<file path="src/common/mpdc_regs.svh">
// Register offsets, field positions, reset values and timing counts
`ifndef MPDC_REGS_SVH
`define MPDC_REGS_SVH

// ==========================================================================
// Register offsets
`define MPDC_OFS_POWER_CONFIG_FIRST 8'hb0
`define MPDC_OFS_POWER_CONFIG_THIRD 8'hc7
`define MPDC_OFS_SLEEP_STATUS       8'hc8
`define MPDC_OFS_SELECT_CONFIG      8'hc9

// ==========================================================================
// Field positions
`define MPDC_BIT_INACTIVITY_EN      1
`define MPDC_BIT_FAST_MODE_OFF      3
`define MPDC_BIT_FORCE_SLEEP        1
`define MPDC_BIT_SELECT_IN_EN       0
`define MPDC_BIT_STAT_FLAG          0
`define MPDC_BIT_STAT_INACTIVITY    1
`define MPDC_BIT_STAT_FORCED        2
`define MPDC_BIT_STAT_LOGIC_STBY    3
`define MPDC_BIT_STAT_CNT_LO        4

// ==========================================================================
// Reset values
`define MPDC_RST_POWER_CONFIG_FIRST 8'h00
`define MPDC_RST_POWER_CONFIG_THIRD 8'h00
`define MPDC_RST_SELECT_CONFIG      8'h00

// ==========================================================================
// Timing
`define MPDC_REF_CLK_MHZ            40
`define MPDC_INACTIVITY_MAX         4'hf
`define MPDC_IDLE_5V_NS             65
`define MPDC_IDLE_3V3_NS            100
`define MPDC_IDLE_5V_CYC  ((`MPDC_IDLE_5V_NS * `MPDC_REF_CLK_MHZ + 999) / 1000)
`define MPDC_IDLE_3V3_CYC ((`MPDC_IDLE_3V3_NS * `MPDC_REF_CLK_MHZ + 999) / 1000)

`endif

</file>
<file path="src/common/mpdc_pkg.sv">
// Types of the module power-down control block
package mpdc_pkg;

  typedef enum logic {
    MPDC_RUN,
    MPDC_SLEEP
  } mpdc_sleep_state_t;

  typedef logic [3:0] mpdc_count_t;
  typedef logic [2:0] mpdc_idle_t;

endpackage

</file>
<file path="src/mpdc_sync.sv">
// Two-flop synchroniser for a group of pin inputs
`timescale 1ns/1ps

module mpdc_sync #(
  parameter int WIDTH = 1
) (
  input  wire logic             clk_i,
  input  wire logic             arst_n_i,
  input  wire logic [WIDTH-1:0] async_i,
  output logic      [WIDTH-1:0] sync_o
);

  // ========================================================================
  // Per-bit synchroniser chains
  genvar g;
  generate
    for (g = 0; g < WIDTH; g = g + 1) begin : g_bit
      logic meta;
      logic stable;
      always_ff @(posedge clk_i or negedge arst_n_i) begin
        if (!arst_n_i) begin
          meta   <= 1'b0;
          stable <= 1'b0;
        end else begin
          meta   <= async_i[g];
          stable <= meta;
        end
      end
      assign sync_o[g] = stable;
    end
  endgenerate

endmodule

</file>
<file path="src/mpdc_top.sv">
// Module power-down control: inactivity sleep, forced sleep, select gating
`timescale 1ns/1ps
`include "mpdc_regs.svh"

// Operation
// Enabled counter ticks while strobe steady
// Fifteen idle clock periods raise sleep flag
// Strobe transition clears counter, no sleep
// Sleep blocks core address/data input buffers
// Sleep puts memories standby, logic holds
// Wake on strobe, select fall, reset
// Core general ports never affected
// Sleep flag offered to logic bus
// Memory selects gated by sleep flag
// Force bit raises flag at once
// Force bit clears only by reset
// Controller prefetches loop before forcing sleep
// Controller picks slow common clock
// Select input high blocks all memories
// Fast-mode off lets logic idle standby
// Controller adds wait state if needed
// Fast-mode disable resets to zero
// Wake clears flag, restarts counter
module mpdc_top (
  input  wire logic       REF_CLK_I,
  input  wire logic       ARST_N_I,
  input  wire logic [7:0] ADDR_I,
  input  wire logic [7:0] WDATA_I,
  input  wire logic       WR_I,
  input  wire logic       RD_I,
  output logic      [7:0] RDATA_O,
  input  wire logic       ADDR_STROBE_I,
  input  wire logic       COMMON_CLOCK_IN_I,
  input  wire logic       SELECT_IN_N_I,
  input  wire logic       SUPPLY_3V3_I,
  input  wire logic [7:0] LOGIC_IN_I,
  input  wire logic [3:0] ADDR_HIT_I,
  output logic      [3:0] MEM_SELECT_O,
  output logic            POWER_DOWN_FLAG_O,
  output logic            BUS_IN_EN_O,
  output logic            MEM_STANDBY_O,
  output logic            LOGIC_HOLD_O,
  output logic            LOGIC_STANDBY_O,
  output logic            FAST_MODE_OFF_O
);

  // ========================================================================
  // Pin synchronisers
  logic [11:0] pins_s;
  logic        strobe_s;
  logic        cclk_s;
  logic        sel_n_s;
  logic        supply_s;
  logic [7:0]  logic_s;

  mpdc_sync #(
    .WIDTH (12)
  ) u_sync (
    .clk_i    (REF_CLK_I),
    .arst_n_i (ARST_N_I),
    .async_i  ({LOGIC_IN_I, SUPPLY_3V3_I, SELECT_IN_N_I,
                COMMON_CLOCK_IN_I, ADDR_STROBE_I}),
    .sync_o   (pins_s)
  );

  assign strobe_s = pins_s[0];
  assign cclk_s   = pins_s[1];
  assign sel_n_s  = pins_s[2];
  assign supply_s = pins_s[3];
  assign logic_s  = pins_s[11:4];

  // ========================================================================
  // Edge detection on synchronised pins
  logic       strobe_q;
  logic       cclk_q;
  logic       sel_n_q;
  logic [7:0] logic_q;
  logic       strobe_edge;
  logic       cclk_rise;
  logic       sel_fall;

  always_ff @(posedge REF_CLK_I or negedge ARST_N_I) begin
    if (!ARST_N_I) begin
      strobe_q <= 1'b0;
      cclk_q   <= 1'b0;
      sel_n_q  <= 1'b0;
      logic_q  <= 8'h00;
    end else begin
      strobe_q <= strobe_s;
      cclk_q   <= cclk_s;
      sel_n_q  <= sel_n_s;
      logic_q  <= logic_s;
    end
  end

  assign strobe_edge = strobe_s ^ strobe_q;
  assign cclk_rise   = cclk_s & ~cclk_q;
  assign sel_fall    = ~sel_n_s & sel_n_q;

  // ========================================================================
  // Configuration registers and read port
  logic       inactivity_power_down;
  logic       fast_off;
  logic       force_sleep_bit;
  logic       select_in_en;
  logic [7:0] rdata;
  logic       next_inactivity_power_down;
  logic       next_fast_off;
  logic       next_force_sleep_bit;
  logic       next_select_in_en;
  logic [7:0] next_rdata;
  logic       wr_first;
  logic       wr_third;
  logic       force_write;

  mpdc_pkg::mpdc_sleep_state_t state;
  mpdc_pkg::mpdc_count_t       cnt;
  logic                        logic_standby;

  assign wr_first    = WR_I && (ADDR_I == `MPDC_OFS_POWER_CONFIG_FIRST);
  assign wr_third    = WR_I && (ADDR_I == `MPDC_OFS_POWER_CONFIG_THIRD);
  assign force_write = wr_third && WDATA_I[`MPDC_BIT_FORCE_SLEEP];

  always_comb begin
    next_inactivity_power_down = inactivity_power_down;
    next_fast_off              = fast_off;
    next_select_in_en          = select_in_en;
    // Sticky: a zero write does nothing, only reset clears it
    next_force_sleep_bit       = force_sleep_bit | force_write;
    if (wr_first) begin
      next_inactivity_power_down = WDATA_I[`MPDC_BIT_INACTIVITY_EN];
      next_fast_off              = WDATA_I[`MPDC_BIT_FAST_MODE_OFF];
    end
    if (WR_I && (ADDR_I == `MPDC_OFS_SELECT_CONFIG)) begin
      next_select_in_en = WDATA_I[`MPDC_BIT_SELECT_IN_EN];
    end
    next_rdata = 8'h00;
    if (RD_I) begin
      unique case (ADDR_I)
        `MPDC_OFS_POWER_CONFIG_FIRST: begin
          next_rdata[`MPDC_BIT_INACTIVITY_EN] = inactivity_power_down;
          next_rdata[`MPDC_BIT_FAST_MODE_OFF] = fast_off;
        end
        `MPDC_OFS_POWER_CONFIG_THIRD: begin
          next_rdata[`MPDC_BIT_FORCE_SLEEP] = force_sleep_bit;
        end
        `MPDC_OFS_SLEEP_STATUS: begin
          next_rdata[`MPDC_BIT_STAT_FLAG]       = POWER_DOWN_FLAG_O;
          next_rdata[`MPDC_BIT_STAT_INACTIVITY] =
            (state == mpdc_pkg::MPDC_SLEEP);
          next_rdata[`MPDC_BIT_STAT_FORCED]     = force_sleep_bit;
          next_rdata[`MPDC_BIT_STAT_LOGIC_STBY] = logic_standby;
          next_rdata[`MPDC_BIT_STAT_CNT_LO+:4]  = cnt;
        end
        `MPDC_OFS_SELECT_CONFIG: begin
          next_rdata[`MPDC_BIT_SELECT_IN_EN] = select_in_en;
        end
        default: begin
          next_rdata = 8'h00;
        end
      endcase
    end
  end

  always_ff @(posedge REF_CLK_I or negedge ARST_N_I) begin
    if (!ARST_N_I) begin
      inactivity_power_down <= 1'b0;
      fast_off              <= 1'b0;
      force_sleep_bit       <= 1'b0;
      select_in_en          <= 1'b0;
      rdata                 <= 8'h00;
    end else begin
      inactivity_power_down <= next_inactivity_power_down;
      fast_off              <= next_fast_off;
      force_sleep_bit       <= next_force_sleep_bit;
      select_in_en          <= next_select_in_en;
      rdata                 <= next_rdata;
    end
  end

  assign RDATA_O = rdata;

  // ========================================================================
  // Inactivity counter and sleep state
  mpdc_pkg::mpdc_sleep_state_t next_state;
  mpdc_pkg::mpdc_count_t       next_cnt;
  logic                        wake;
  logic                        next_flag;

  // Reset release is itself a wake: state leaves reset in RUN
  assign wake = strobe_edge | (select_in_en & sel_fall);

  always_comb begin
    next_state = state;
    next_cnt   = cnt;
    unique case (state)
      mpdc_pkg::MPDC_RUN: begin
        if (strobe_edge || !inactivity_power_down) begin
          next_cnt = 4'h0;
        end else if (cclk_rise) begin
          next_cnt = cnt + 4'h1;
          if (next_cnt == `MPDC_INACTIVITY_MAX) begin
            next_state = mpdc_pkg::MPDC_SLEEP;
          end
        end
      end
      mpdc_pkg::MPDC_SLEEP: begin
        if (wake) begin
          next_state = mpdc_pkg::MPDC_RUN;
          next_cnt   = 4'h0;
        end
      end
    endcase
  end

  // Force overrides the counter and needs no common clock edge
  assign next_flag = (next_state == mpdc_pkg::MPDC_SLEEP) |
                     next_force_sleep_bit;

  // ========================================================================
  // Outputs gated by sleep and select input
  logic [3:0] sel;
  logic [3:0] next_sel;
  logic       flag;
  logic       sel_block;

  // Selects track next_flag so they drop in the same cycle the flag rises
  assign sel_block = next_flag | (select_in_en & sel_n_s);
  assign next_sel  = sel_block ? 4'h0 : ADDR_HIT_I;

  always_ff @(posedge REF_CLK_I or negedge ARST_N_I) begin
    if (!ARST_N_I) begin
      state <= mpdc_pkg::MPDC_RUN;
      cnt   <= 4'h0;
      flag  <= 1'b0;
      sel   <= 4'h0;
    end else begin
      state <= next_state;
      cnt   <= next_cnt;
      flag  <= next_flag;
      sel   <= next_sel;
    end
  end

  assign MEM_SELECT_O      = sel;
  assign POWER_DOWN_FLAG_O = flag;
  // Only module-side buffers are gated; core general ports have no path here
  assign BUS_IN_EN_O       = ~flag;
  assign MEM_STANDBY_O     = flag;
  assign LOGIC_HOLD_O      = flag | logic_standby;
  assign FAST_MODE_OFF_O   = fast_off;

  // ========================================================================
  // Logic-array idle standby in non-fast mode
  mpdc_pkg::mpdc_idle_t idle;
  mpdc_pkg::mpdc_idle_t next_idle;
  mpdc_pkg::mpdc_idle_t idle_limit;
  logic                 logic_change;
  logic                 next_logic_standby;

  assign logic_change = (|(logic_s ^ logic_q)) | strobe_edge;
  assign idle_limit   = supply_s ? 3'(`MPDC_IDLE_3V3_CYC)
                                 : 3'(`MPDC_IDLE_5V_CYC);

  always_comb begin
    next_idle = idle;
    if (logic_change) begin
      next_idle = 3'h0;
    end else if (idle != 3'h7) begin
      next_idle = idle + 3'h1;
    end
    next_logic_standby = fast_off & (next_idle >= idle_limit);
  end

  always_ff @(posedge REF_CLK_I or negedge ARST_N_I) begin
    if (!ARST_N_I) begin
      idle          <= 3'h0;
      logic_standby <= 1'b0;
    end else begin
      idle          <= next_idle;
      logic_standby <= next_logic_standby;
    end
  end

  assign LOGIC_STANDBY_O = logic_standby;
endmodule

</file>
<file path="config.mk">
export PLATFORM = sky130hd
export DESIGN_NAME = mpdc_top
export DESIGN_NICKNAME = d
export VERILOG_FILES = /design/src/common/mpdc_pkg.sv /design/src/mpdc_sync.sv /design/src/mpdc_top.sv
export VERILOG_INCLUDE_DIRS = /design/src /design/src/common
export SDC_FILE = /design/constraint.sdc
export NUM_CORES = 1
export LEC_CHECK = 0
export ABC_CLOCK_PERIOD_IN_PS = 1900
export BUFFER_PORTS_ARGS = -buffer_cell sky130_fd_sc_hd__clkbuf_2
export CELL_PAD_IN_SITES_DETAIL_PLACEMENT = 1
export CELL_PAD_IN_SITES_GLOBAL_PLACEMENT = 2
export CORE_UTILIZATION = 32
export CTS_CLUSTER_DIAMETER = 200
export DETAILED_ROUTE_END_ITERATION = 8
export GPL_ROUTABILITY_DRIVEN = 0
export PLACE_DENSITY_LB_ADDON = 0.1
export SYNTH_ARGS = -nofsm -noshare
export SYNTH_HDL_FRONTEND = slang
export SYNTH_SLANG_ARGS = --single-unit
</file>
<file path="constraint.sdc">
create_clock -name REF_CLK_I -period 1.9 [get_ports REF_CLK_I]
set_input_delay 0.19 -clock REF_CLK_I [delete_from_list [all_inputs] [get_ports REF_CLK_I]]
set_output_delay 0.19 -clock REF_CLK_I [all_outputs]
set_load 0.02 [all_outputs]
</file>
After elaboration in Yosys (flattened, before gate mapping)
Cells that the tools add are included.
{"block": "word_totals", "input_bits": 36, "wordCells": 94, "regBits": 61}
{"block": "classes", "add_sub_neg": 2, "muxes": 19, "n_eq_ne": 8, "n_reduce_logical": 8, "n_bitwise": 17, "order_cmp": 1}
{"op": "8-bit == test (second input constant)", "count": 4}
{"op": "4-bit 2-to-1 mux", "count": 5}
{"op": "3-bit 2-to-1 mux", "count": 3}
{"op": "8-bit 2-to-1 mux", "count": 1}
{"op": "4-bit case mux with 2 select lines", "count": 1}
{"op": "8-bit OR reduction", "count": 1}
{"op": "8-bit XOR", "count": 1}
{"op": "3-bit inequality test (second input constant)", "count": 2}
{"op": "1-bit OR", "count": 6}
{"op": "1-bit case mux with 2 select lines", "count": 3}
{"op": "1-bit bitwise AND", "count": 5}
{"op": "1-bit 2-to-1 mux", "count": 5}
{"op": "4-bit by 1-bit adder with 4-bit output (second input constant)", "count": 1}
{"op": "4-bit == test (second input constant)", "count": 1}
{"op": "1-bit logical AND", "count": 4}
{"op": "1-bit inverter", "count": 4}
{"op": "3-bit by 1-bit adder with 3-bit output (second input constant)", "count": 1}
{"op": "3-bit >= comparator", "count": 1}
{"op": "1-bit case mux with 3 select lines", "count": 1}
{"op": "2-bit by 1-bit inequality test with 1-bit output (second input constant)", "count": 1}
{"op": "2-bit AND reduction", "count": 1}
{"op": "1-bit zero test", "count": 1}
{"op": "1-bit logical OR", "count": 1}
{"op": "1-bit XOR", "count": 1}

Depth between registers and ports, before layout
Gate-level depths: netlist of the first run.
{"block": "depth", "word_depth": 9, "mapped_depth": 9, "mapped_depth_nobuf": 9}

By module
From an unflattened synthesis of the first run, not the netlist that was laid out.
{"block": "unflattened", "hier_cells": 159, "area_unflattened_um2": 2297.2}
{"module": "mpdc_top", "cells_per_inst": 123, "area_each_um2": 1606.5, "instances": 1}
{"module": "mpdc_sync", "cells_per_inst": 36, "area_each_um2": 690.7, "instances": 1}

Least setup slack after synthesis of the first run
No wires, ideal clock.
{"block": "synth_path", "kind": "reg-to-reg", "startpoint": "register strobe_q", "endpoint": "register logic_standby (netlist: LOGIC_STANDBY_O)", "setup_slack_ps": -35, "synth_period_minus_slack_ps": 1935, "arrival_time_ps": 1816, "stages_incl_launch_ff": 10, "path_cell_list": "dfrtp_1 > xnor2_2 > nand3_1 > nor4_2 > nand2_1 > ha_1 > nand2b_1 > a21o_1 > a21oi_1 > nor2b_1"}
{"block": "synth_between", "elab_chain_cells": 5}
{"element": "start, declared", "line_no": "mpdc_top.sv:74", "source": "logic strobe_q;"}
{"element": "start signal, assigned", "line_no": "mpdc_top.sv:89", "source": "strobe_q <= strobe_s;"}
{"element": "1-bit XOR", "line_no": "mpdc_top.sv:96", "source": "assign strobe_edge = strobe_s ^ strobe_q;"}
{"element": "1-bit OR", "line_no": "mpdc_top.sv:261", "source": "assign logic_change = (|(logic_s ^ logic_q)) | strobe_edge;"}
{"element": "3-bit 2-to-1 mux", "line_no": "mpdc_top.sv:267", "source": "if (logic_change) begin"}
{"element": "3-bit >= comparator", "line_no": "mpdc_top.sv:272", "source": "next_logic_standby = fast_off & (next_idle >= idle_limit);"}
{"element": "1-bit bitwise AND", "line_no": "mpdc_top.sv:272"}
{"element": "net next_logic_standby", "line_no": "mpdc_top.sv:259", "source": "logic next_logic_standby;"}
{"element": "end signal, assigned", "line_no": "mpdc_top.sv:281", "source": "logic_standby <= next_logic_standby;"}
{"element": "end, declared", "line_no": "mpdc_top.sv:118", "source": "logic logic_standby;"}
The timed path passes the listed nets, and every way through them passes these cells.
A chain may end at the register's enable or synchronous reset.

Worst setup path in the final report of the first run
{"block": "layout_path", "startpoint": "register logic_q[6]", "endpoint": "register logic_standby (netlist: LOGIC_STANDBY_O)"}
{"block": "layout_between", "elab_chain_cells": 6}
{"element": "start, declared", "line_no": "mpdc_top.sv:77", "source": "logic [7:0] logic_q;"}
{"element": "start signal, assigned", "line_no": "mpdc_top.sv:92", "source": "logic_q <= logic_s;"}
{"element": "8-bit XOR", "line_no": "mpdc_top.sv:261"}
{"element": "8-bit OR reduction", "line_no": "mpdc_top.sv:261"}
{"element": "1-bit OR", "line_no": "mpdc_top.sv:261"}
{"element": "3-bit 2-to-1 mux", "line_no": "mpdc_top.sv:267"}
{"element": "net next_idle[1]", "line_no": "mpdc_top.sv:256", "source": "mpdc_pkg::mpdc_idle_t next_idle;"}
{"element": "3-bit >= comparator", "line_no": "mpdc_top.sv:272"}
{"element": "1-bit bitwise AND", "line_no": "mpdc_top.sv:272"}
{"element": "net next_logic_standby", "line_no": "mpdc_top.sv:259"}
The timed path passes the listed nets, and every way through them passes these cells.

==> results.toml, run 1 <==
[timing]
fin_worst_skew_ns = 0.008854
min_period_ns = 1.975
hold_viol_final = 0
rsz0062_at_grt = "yes"
max_freq_mhz = 506.4
maxSlewHeadroom = 0.6503
finalSetupViolations = 1
fin_crit_sh = 1.039
report.final.slew_viol_count = 0
layout_setup_ws_ns = -0.07465
hold_ws_ns = 0.07936
tightest_slew_ns = 0.5246

[run_status]
violations = "design-rule violations, negative setup slack"
status = "finished with violations"

[critical_path]
crit_type = "register to register"
r2r-start = "logic_q[6]"
cp.required_ns = 2.13
cp_max_fo = 4
reg2reg_setup_slack_ns = -0.07
critPathLaunchType = "register"
crit_arrival_ns = 2.20
endpoint_kind = "register"
timing.rr.end = "LOGIC_STANDBY_O"
reg2reg_depth = 8

[job]
cap_viol_max_count = 0

[layout]
final_cell_mix = "61 x dfrtp_1, 48 x clkbuf_2, 13 x dlygate4sd3_1"
antennaDiodeCount = 0
layout_commonest_cell = "dfrtp_1"
n_fill_cell = 690
layout-drive-gt1-share = 0.3761
syn2layout_area_growth_pct = 34.96
final_cells = 311
nNetsFinal = 271

[hold_path]
worstHoldPathCells = 2
whs_endpoint = "MEM_SELECT_O[3]"
min_path_type = "primary input to register"
hp-start = "ADDR_HIT_I[3]"

[cts]
htreeDepth = 3
clk_latency_ns = 0.34
cts_buffer_depth = 2
cts_sinks = 61
cts_tree = "done"
cts_made_buffers = 9
root_buffer = "clkbuf_8"
cts.clk_slew.worst_paths_ns = 0.07

[die]
coreArea_um2 = 6495
core.rowCount = 29
start_util = 0.3389
ioPinCount = 54
dieArea_um2 = 7213
die_h_um = 84.93
dieWidth_um = 84.93

[synth]
seq_area_frac_synth = 0.6936
synth_async_sr_flop_share = 1.000
synth_warnings = 0
syn_area_um2 = 2201
synth.distinct_cells = 38
synth-seq-cells = 61
synth_nets = 192
synth_edf_count = 0
synth_ff_type = "dfrtp_1"
avgSynthCellArea_um2 = 14.67
syn_inst = 150

[drt]
viasPerCell = 4.653
wire_per_inst_um = 14.57
wl_um = 4532
drt-initial-drc-count = 20
drtPass1Iterations = 6
postRouteAntennaNets = 0
post-route-drc-count = 3
routed-via-count = 1447

[power]
p_per_area_nw_per_um2 = 921.4
ir_drop_mv = 0.4340
power.leakage_nw = 1.415

[grt]
grt_pass1_wl_um = 7707
antenna_found_initial = 0
grt_usage = 0.1456
grt-ovfl-total = 0
grt_start_max_net_pins = 25
grt_pass1_vias = 1616

[placement]
dp_hpwl_um = 3237
portBuffers = 48
dp.cells = 278
pre_cts_ws_ns = -0.2668
[cell usage after synthesis, drive strengths merged (2+ instances only)]
cell	count	area, um^2
dfrtp	61	1526
and2	7	43.80
nand2	7	26.28
nand3	7	35.03
xnor2	7	68.82
ha	6	75.07
xor2	5	43.79
inv	4	15.01
nor3b	4	30.03
mux2	3	37.53
nor2b	3	18.77
nor3	3	15.01
o21ai	3	15.01
a31oi	2	12.51
and4bb	2	25.02
nand3b	2	15.01
nand4	2	12.51
nor2	2	7.510
o21a	2	15.01
o2bb2ai	2	17.52
or2	2	12.51
[kinds of logic (layout without fill, tap and decap cells)]
| logic type | count (synthesis) | count (layout) | synth area share |
|---|---|---|---|
| adder cells (fa/ha/maj) | 6 | 6 | 0.03411 |
| buffers and inverters | 5 | 89 | 0.01023 |
| flip-flops | 61 | 61 | 0.6936 |
| AND/OR/NAND/NOR | 46 | 46 | 0.1313 |
| XOR/XNOR | 12 | 12 | 0.05117 |
| multiplexers | 3 | 3 | 0.01705 |
| AO/OA/AOI/OAI | 17 | 17 | 0.06253 |
[timing repair]
item / 4_1_cts / 5_1_grt
pin swaps: 8 / 2
setup endpoints to repair: 1 / 1
buffers inserted: 3 / 1
gates resized for setup: 5 / 1
hold buffers: 13 / 0
hold endpoints to repair: 31 / 0
[area by class of cell]
cell class,count,area [um^2],share of cell area
Clock inverter,6,71.32,0.02401
Inverter,4,15.01,0.005055
Tap cell,77,96.34,0.03243
Multi-Input combinational cell,84,693.2,0.2334
Clock buffer,10,137.6,0.04634
Sequential cell,61,1526,0.5139
Timing Repair Buffer,69,430.4,0.1449
[worst max-delay path, stage by stage (launching register included)]
cell      delay, ns
dfrtp_1        0.38
xnor2_1        0.16
nand4_1        0.16
nor4_4         0.32
a21boi_4       0.28
ha_4           0.22
a21o_1         0.18
a21oi_2        0.12
nor2b_1        0.05
[metal layers]
metal / part of all wire / global-route usage / vias to the layer above
li1: - / - / 680
met1: 0.42 / 0.1563 / 725
met2: 0.52 / 0.2506 / 33
met3: 0.043 / 0.05934 / 9
met4: 0.021 / 0.06934 / 0
met5: 0 / 0 / -
[state kept, by name, indices dropped and copies added, names as in the netlist, 3 cells and up]
name                 cells
u_sync.g_bit.meta       12
u_sync.g_bit.stable     12
logic_q                  8
idle                     3
cnt                      4
RDATA_O                  8
MEM_SELECT_O             4
[stage by stage]
stage	power, mW	TNS (ns)	cell area (um^2)	utilization
2_1_floorplan	1.457	-0.03540	2201	-
3_3_place_gp	1.543	-0.1687	2560	0.3941
3_5_place_dp	1.552	-0.2668	2560	0.3941
4_1_cts	2.798	-0.1562	2950	0.4542
5_1_grt	2.868	-0.2145	2970	0.4573
6_report	2.737	-0.07465	2970	0.4573
[worst max path at each step]
stage / to / startpoint / depth (start not counted)
6_report: LOGIC_STANDBY_O / logic_q[6] / 8
5_1_grt: LOGIC_STANDBY_O / u_sync.g_bit[10].stable / 8
4_1_cts: LOGIC_STANDBY_O / u_sync.g_bit[0].stable / 8
3_5_place_dp: LOGIC_STANDBY_O / logic_q[6] / 8
3_3_place_gp: LOGIC_STANDBY_O / logic_q[6] / 9
2_1_floorplan: LOGIC_STANDBY_O / strobe_q / 9
[power by group]
| part | internal [mW] | switching, mW | total [mW] | leakage (nW) |
|---|---|---|---|---|
| Sequential | 1.35 | 0.0270 | 1.37 | 0.761 |
| Clock | 0.649 | 0.533 | 1.18 | 0.0991 |
| Combinational | 0.0900 | 0.0909 | 0.181 | 0.555 |
(Power assumes the default switching activity.)
==> run 2: changes to the inputs <==
--- a/config.mk
+++ b/config.mk
@@ -6,15 +6,16 @@
 export SDC_FILE = /design/constraint.sdc
 export NUM_CORES = 1
 export LEC_CHECK = 0
-export ABC_CLOCK_PERIOD_IN_PS = 1900
+export ABC_CLOCK_PERIOD_IN_PS = 2500
 export BUFFER_PORTS_ARGS = -buffer_cell sky130_fd_sc_hd__clkbuf_2
 export CELL_PAD_IN_SITES_DETAIL_PLACEMENT = 1
 export CELL_PAD_IN_SITES_GLOBAL_PLACEMENT = 2
-export CORE_UTILIZATION = 32
+export CORE_UTILIZATION = 38
 export CTS_CLUSTER_DIAMETER = 200
 export DETAILED_ROUTE_END_ITERATION = 8
 export GPL_ROUTABILITY_DRIVEN = 0
 export PLACE_DENSITY_LB_ADDON = 0.1
+export SLEW_MARGIN = 5
 export SYNTH_ARGS = -nofsm -noshare
 export SYNTH_HDL_FRONTEND = slang
 export SYNTH_SLANG_ARGS = --single-unit
==> constraint.sdc (replaced) <==
create_clock -name REF_CLK_I -period 2.5 [get_ports REF_CLK_I]
set_input_delay 0.25 -clock REF_CLK_I [delete_from_list [all_inputs] [get_ports REF_CLK_I]]
set_output_delay 0.25 -clock REF_CLK_I [all_outputs]
set_load 0.02 [all_outputs]
==> run 2 against run 1 <==
The run now ends clean; highest routed layer unchanged; fmax decreased by 6.0%; setup slack improved by 0.47 ns; clock skew shrank 0.0039 ns; wire length decreased by 9.0%; sequential share of layout area grew 2.7 points; via count decreased by 3.3%; utilization is 5.2 points higher; critical path type unchanged; largest cell class unchanged; final cell count shrank 4.5%; combinational power shrank 31%; critical path depth stayed put.
==> results.toml, run 2 (same netlist as run 1, synthesis figures left out) <==
[run_status]
status = "completed"

[grt]
grt_usage = 0.1573
grt_pass1_vias = 1530
grt_pass1_wl_um = 7044
antenna_found_initial = 0
grt_start_max_net_pins = 28
grt-ovfl-total = 0

[cts]
cts_made_buffers = 9
cts_tree = "done"
cts.clk_slew.worst_paths_ns = 0.07
cts_sinks = 61
root_buffer = "clkbuf_8"
cts_buffer_depth = 2
post_cts_resized = 0
clk_latency_ns = 0.33
htreeDepth = 3

[power]
power.leakage_nw = 1.351
ir_drop_mv = 0.4235
p_per_area_nw_per_um2 = 689.2

[drt]
post-route-drc-count = 0
routed-via-count = 1399
wl_um = 4124
drt-initial-drc-count = 23
wire_per_inst_um = 13.89
viasPerCell = 4.710
postRouteAntennaNets = 0
drtPass1Iterations = 3

[layout]
antennaDiodeCount = 0
layout_commonest_cell = "dfrtp_1"
final_cell_mix = "61 x dfrtp_1, 48 x clkbuf_2, 10 x clkbuf_8"
multi_input_comb_area_um2 = 651.9
final_util = 0.5093
reg.largest.list = "u_sync.g_bit.meta (12), u_sync.g_bit.stable (12)"
syn2layout_area_growth_pct = 28.20
regArea_um2 = 1526
nNetsFinal = 262
layout-drive-gt1-share = 0.3511
n_fill_cell = 597

[timing]
hold_ws_ns = 0.02600
setup_tns_ns = 0
hold_viol_final = 0
max_freq_mhz = 476.0
tightest_slew_ns = 0.5684
maxSlewHeadroom = 0.6211
rsz0062_at_grt = "no"
report.final.slew_viol_count = 0
finalSetupViolations = 0
min_period_ns = 2.101
fin_worst_skew_ns = 0.004942
fin_crit_sh = 0.8403

[die]
die_h_um = 78.11
start_util = 0.3972
ioPinCount = 54
coreArea_um2 = 5540
core.rowCount = 27
dieWidth_um = 78.11
dieArea_um2 = 6100

[placement]
portBuffers = 48
dp_hpwl_um = 3037

[critical_path]
endpoint_kind = "register"
crit_arrival_ns = 2.32
cp.required_ns = 2.72
cp_max_fo = 4
crit_type = "register to register"
critPathLaunchType = "register"

[hold_path]
min_path_type = "primary input to register"

[job]
cap_viol_max_count = 0
run 2: cell count changes in the layout (fill, tap and decap cells not counted), sizes merged:
cell / change
buf: -5
dlygate4sd3: -4
clkinvlp: +2
bufinv: -1
clkinv: -1
run 2: power by group:
group          switching [mW]  internal (mW)
clock network           0.387          0.390
logic                  0.0645         0.0596
registers              0.0194           1.02
run 2: worst paths after layout:
| check | start | to | slack, ns | cells past startpoint |
|---|---|---|---|---|
| worst max-delay path | u_sync.g_bit[8].stable | LOGIC_STANDBY_O | 0.40 | 8 |
| worst min-delay path | LOGIC_IN_I[6] | u_sync.g_bit[10].meta | 0.03 | 1 |
| max in group asynchronous | ARST_N_I | u_sync.g_bit[6].stable | 1.31 | 3 |
| worst max register to register | u_sync.g_bit[8].stable | LOGIC_STANDBY_O | 0.40 | 8 |
| min in group asynchronous | ARST_N_I | u_sync.g_bit[3].meta | 0.44 | 2 |
| worst min register to register | u_sync.g_bit[11].meta | u_sync.g_bit[11].stable | 0.35 | 0 |
run 2: worst max-delay path, cell delays in order (launching register included):
cell and delay [ns]:
dfrtp_1 0.39, xnor2_1 0.14, nand4_1 0.14, nor4_2 0.36, a21boi_1 0.33, ha_1 0.28
a21o_1 0.15, a21oi_1 0.14, nor2b_1 0.06
run 2: final cells by class:
cell class	count	share of cell area
Multi-Input combinational cell	84	0.2310
Sequential cell	61	0.5410
Tap cell	72	0.03193
Inverter	4	0.005322
Timing Repair Buffer	60	0.1251
Clock inverter	6	0.01685
Clock buffer	10	0.04878
run 2: what timing repair did:
item                      CTS  global route
setup buffers               0             0
hold buffers                8             1
hold endpoints to repair   28             1
run 2: routing by layer:
metal	global-route usage	share of wire
met5	0	0
met4	0.05556	0.0036
met3	0.07674	0.039
met2	0.2667	0.53
met1	0.1704	0.43
run 2: per-stage QoR:
step,power (mW),worst slack [ns],area (um^2),instances
6_report,1.945,0.3992,2821,297
3_3_place_gp,1.172,0.4172,2546,272
2_1_floorplan,1.107,0.5646,2201,150
5_1_grt,2.051,0.1603,2821,297
3_5_place_dp,1.179,0.3385,2546,272
4_1_cts,1.989,0.3071,2811,296
==> run 3: changes to the inputs <==
--- a/config.mk
+++ b/config.mk
@@ -6,11 +6,12 @@
 export SDC_FILE = /design/constraint.sdc
 export NUM_CORES = 1
 export LEC_CHECK = 0
-export ABC_CLOCK_PERIOD_IN_PS = 2500
+export ABC_AREA = 1
+export ABC_CLOCK_PERIOD_IN_PS = 1900
 export BUFFER_PORTS_ARGS = -buffer_cell sky130_fd_sc_hd__clkbuf_2
 export CELL_PAD_IN_SITES_DETAIL_PLACEMENT = 1
 export CELL_PAD_IN_SITES_GLOBAL_PLACEMENT = 2
-export CORE_UTILIZATION = 38
+export CORE_UTILIZATION = 30
 export CTS_CLUSTER_DIAMETER = 200
 export DETAILED_ROUTE_END_ITERATION = 8
 export GPL_ROUTABILITY_DRIVEN = 0
==> constraint.sdc (replaced) <==
create_clock -name REF_CLK_I -period 1.9 [get_ports REF_CLK_I]
set_input_delay 0.19 -clock REF_CLK_I [delete_from_list [all_inputs] [get_ports REF_CLK_I]]
set_output_delay 0.19 -clock REF_CLK_I [all_outputs]
set_load 0.02 [all_outputs]
==> run 3 against run 2 <==
Area after synthesis grew 7.4%; worst hold slack gained 0.029 ns; fmax grew 16%; setup slack lost 0.30 ns; clock skew grew 0.0066 ns; global-route usage shrank 3.3 points; power grew 48%; wire length grew 6.3%; utilization shrank 10 points; via count grew 17%; synthesized cell count grew 45%; critical path type unchanged; critical endpoint unchanged; highest routed layer unchanged.
==> results.toml, run 3 <==
[synth]
synth_top_cell_area_share = 0.6458
synth_edf_count = 0
synth.distinct_cells = 24
synth_top_area_cell = "dfrtp_1"
yosysMostFrequentCell = "dfrtp_1"
netlist_top_cells_count = "61 x dfrtp_1, 36 x inv_1, 35 x nand2_1, 20 x nor2_1, 11 x nand3_1"
synth_nets = 260
syn_area_um2 = 2364
synth-seq-cells = 61
synth_async_sr_flop_share = 1.000
syn_inst = 218
synth_ff_type = "dfrtp_1"
seq_area_frac_synth = 0.6458
synth_warnings = 0
avgSynthCellArea_um2 = 10.84
synth_area_leaders = "dfrtp_1 65%, inv_1 5.7%, nand2_1 5.6%"

[drt]
post-route-drc-count = 0
drtPass1Iterations = 4
postRouteAntennaNets = 0
routed-via-count = 1634
wire_per_inst_um = 11.01
wl_um = 4382
viasPerCell = 4.106
drt-initial-drc-count = 37

[layout]
layout_commonest_cell = "dfrtp_1"
final_util = 0.4079
final_area_um2 = 3136
antennaDiodeCount = 0
reg.largest.list = "u_sync.g_bit.meta (12), u_sync.g_bit.stable (12)"
syn2layout_area_growth_pct = 32.66
layout-drive-gt1-share = 0.3243
nNetsFinal = 334
n_fill_cell = 888
final_cell_mix = "61 x dfrtp_1, 48 x clkbuf_2, 35 x inv_1"

[grt]
grt_pass1_vias = 1704
antenna_found_initial = 0
grt_start_max_net_pins = 62
grt-ovfl-total = 0
grt_pass1_wl_um = 7776
grt_usage = 0.1246

[critical_path]
cp_cell_sequence = "nand2_1 > nand2_2 > inv_2 > nand3_2 > nor2_2 > nand2_2 > a21oi_1 > ha_1 > a21oi_2 > nor2_1 > o21ai_1 > inv_1"
r2r-start = "u_sync.g_bit[0].stable"
crit_arrival_ns = 2.03
cp_common_cell = "nand2_2"
startpoint = "u_sync.g_bit[0].stable"
cp_max_fo = 3
critPathLaunchType = "register"
cp.required_ns = 2.13
crit_type = "register to register"
path_buf_inv = 2
endpoint_kind = "register"
cp_top_family = "simple AND/OR/NAND/NOR gates"
critical-path-max-stage-delay_ns = 0.39
slowest_stage = "dfrtp_1"

[die]
dieWidth_um = 90.76
core.rowCount = 32
coreArea_um2 = 7687
die_h_um = 90.76
dieArea_um2 = 8237
ioPinCount = 54
start_util = 0.3075

[timing]
tightest_slew_ns = 0.3292
fin_worst_skew_ns = 0.01150
setup_tns_ns = 0
hold_ws_ns = 0.05540
hold_viol_final = 0
fin_crit_sh = 0.9497
min_period_ns = 1.804
finalSetupViolations = 0
rsz0062_at_grt = "yes"
max_freq_mhz = 554.2
maxSlewHeadroom = 0.7805
report.final.slew_viol_count = 0

[power]
p_sw_mw = 0.6589
ir_drop_mv = 0.5055
fin_total_pwr_mw = 2.878
p_int_mw = 2.219
clkPwrFrac = 0.433
power.leakage_nw = 1.612
seqPwrFrac = 0.487
netSwitchingFraction = 0.2289
comb_power_share = 0.080
p_per_area_nw_per_um2 = 918.0

[placement]
placed_area_um2 = 2751
portBuffers = 48
dp_hpwl_um = 3070

[cts]
cts_made_buffers = 9
root_buffer = "clkbuf_8"
clk_latency_ns = 0.33
cts.clk_slew.worst_paths_ns = 0.07
cts_buffer_depth = 2
htreeDepth = 3
cts_tree = "done"
cts_sinks = 61

[job]
cap_viol_max_count = 0

[hold_path]
hp-start = "ADDR_HIT_I[0]"
min_path_type = "primary input to register"

[run_status]
status = "completed"
## run 3: per-stage QoR
stage,setup WS (ns),cells
after floorplan,0.1812,218
after global placement,0.03347,369
after detailed placement,0.001831,369
after CTS,0.02232,397
after global routing,-0.1063,398
final,0.09562,398
## run 3: cell families (layout without fill, tap and decap cells)
kind of cell    Yosys count  count (layout)  synth area share
fa+ha+maj                 6               6           0.03176
buf+inv                  40             118           0.06511
xor+xnor                  6               6           0.02223
flops                    61              61            0.6458
compound gates           14              14           0.03176
simple gates             91              91            0.2033
## run 3: final timing paths
| kind | endpoint | slack [ns] | cells past startpoint |
|---|---|---|---|
| worst max-delay path | LOGIC_STANDBY_O | 0.1 | 12 |
| worst min-delay path | MEM_SELECT_O[0] | 0.06 | 3 |
| worst max register to register | LOGIC_STANDBY_O | 0.1 | 12 |
| worst min register to register | u_sync.g_bit[4].stable | 0.35 | 0 |
| max in group asynchronous | u_sync.g_bit[6].meta | 1.22 | 3 |
| min in group asynchronous | RDATA_O[6] | 0.41 | 3 |
## run 3: final cells by class
type	instances	area [um^2]	share of cell area
Clock inverter	5	75.07	0.02394
Tap cell	102	127.6	0.04070
Multi-Input combinational cell	117	716.9	0.2287
Inverter	39	146.4	0.04669
Sequential cell	61	1526	0.4868
Clock buffer	10	137.6	0.04389
Timing Repair Buffer	64	405.4	0.1293
## run 3: power by group through the flow
stage	Clock [mW]	Sequential (mW)	Combinational, mW
final	1.25	1.40	0.231
after global routing	1.35	1.41	0.269
after detailed placement	0	1.43	0.206
after floorplan	0	1.42	0.106
after CTS	1.29	1.40	0.228
after global placement	0	1.42	0.203
## run 3: worst register-to-register path: stages (launching register included)
cell and delay, ns:
dfrtp_1 0.39, nand2_1 0.08, nand2_2 0.06, inv_2 0.06, nand3_2 0.06, nor2_2 0.13, nand2_2 0.09, a21oi_1 0.20
ha_1 0.28, a21oi_2 0.12, nor2_1 0.05, o21ai_1 0.13, inv_1 0.05
## run 3: layer usage
metal | global-route usage | vias to the layer above | wire (um)
li1 | - | 818 | -
met5 | 0 | - | 0
met4 | 0.06855 | 0 | 90
met1 | 0.1611 | 760 | 2169
met3 | 0.03704 | 9 | 219
met2 | 0.1862 | 47 | 1902
## run 3: timing repair
item / in CTS / in global routing
setup buffers: 0 / 1
hold buffers: 13 / 0
resized for setup: 1 / 7
endpoints found under the hold margin: 73 / 0
pin swaps: 0 / 9
endpoints found under the setup margin: 1 / 1
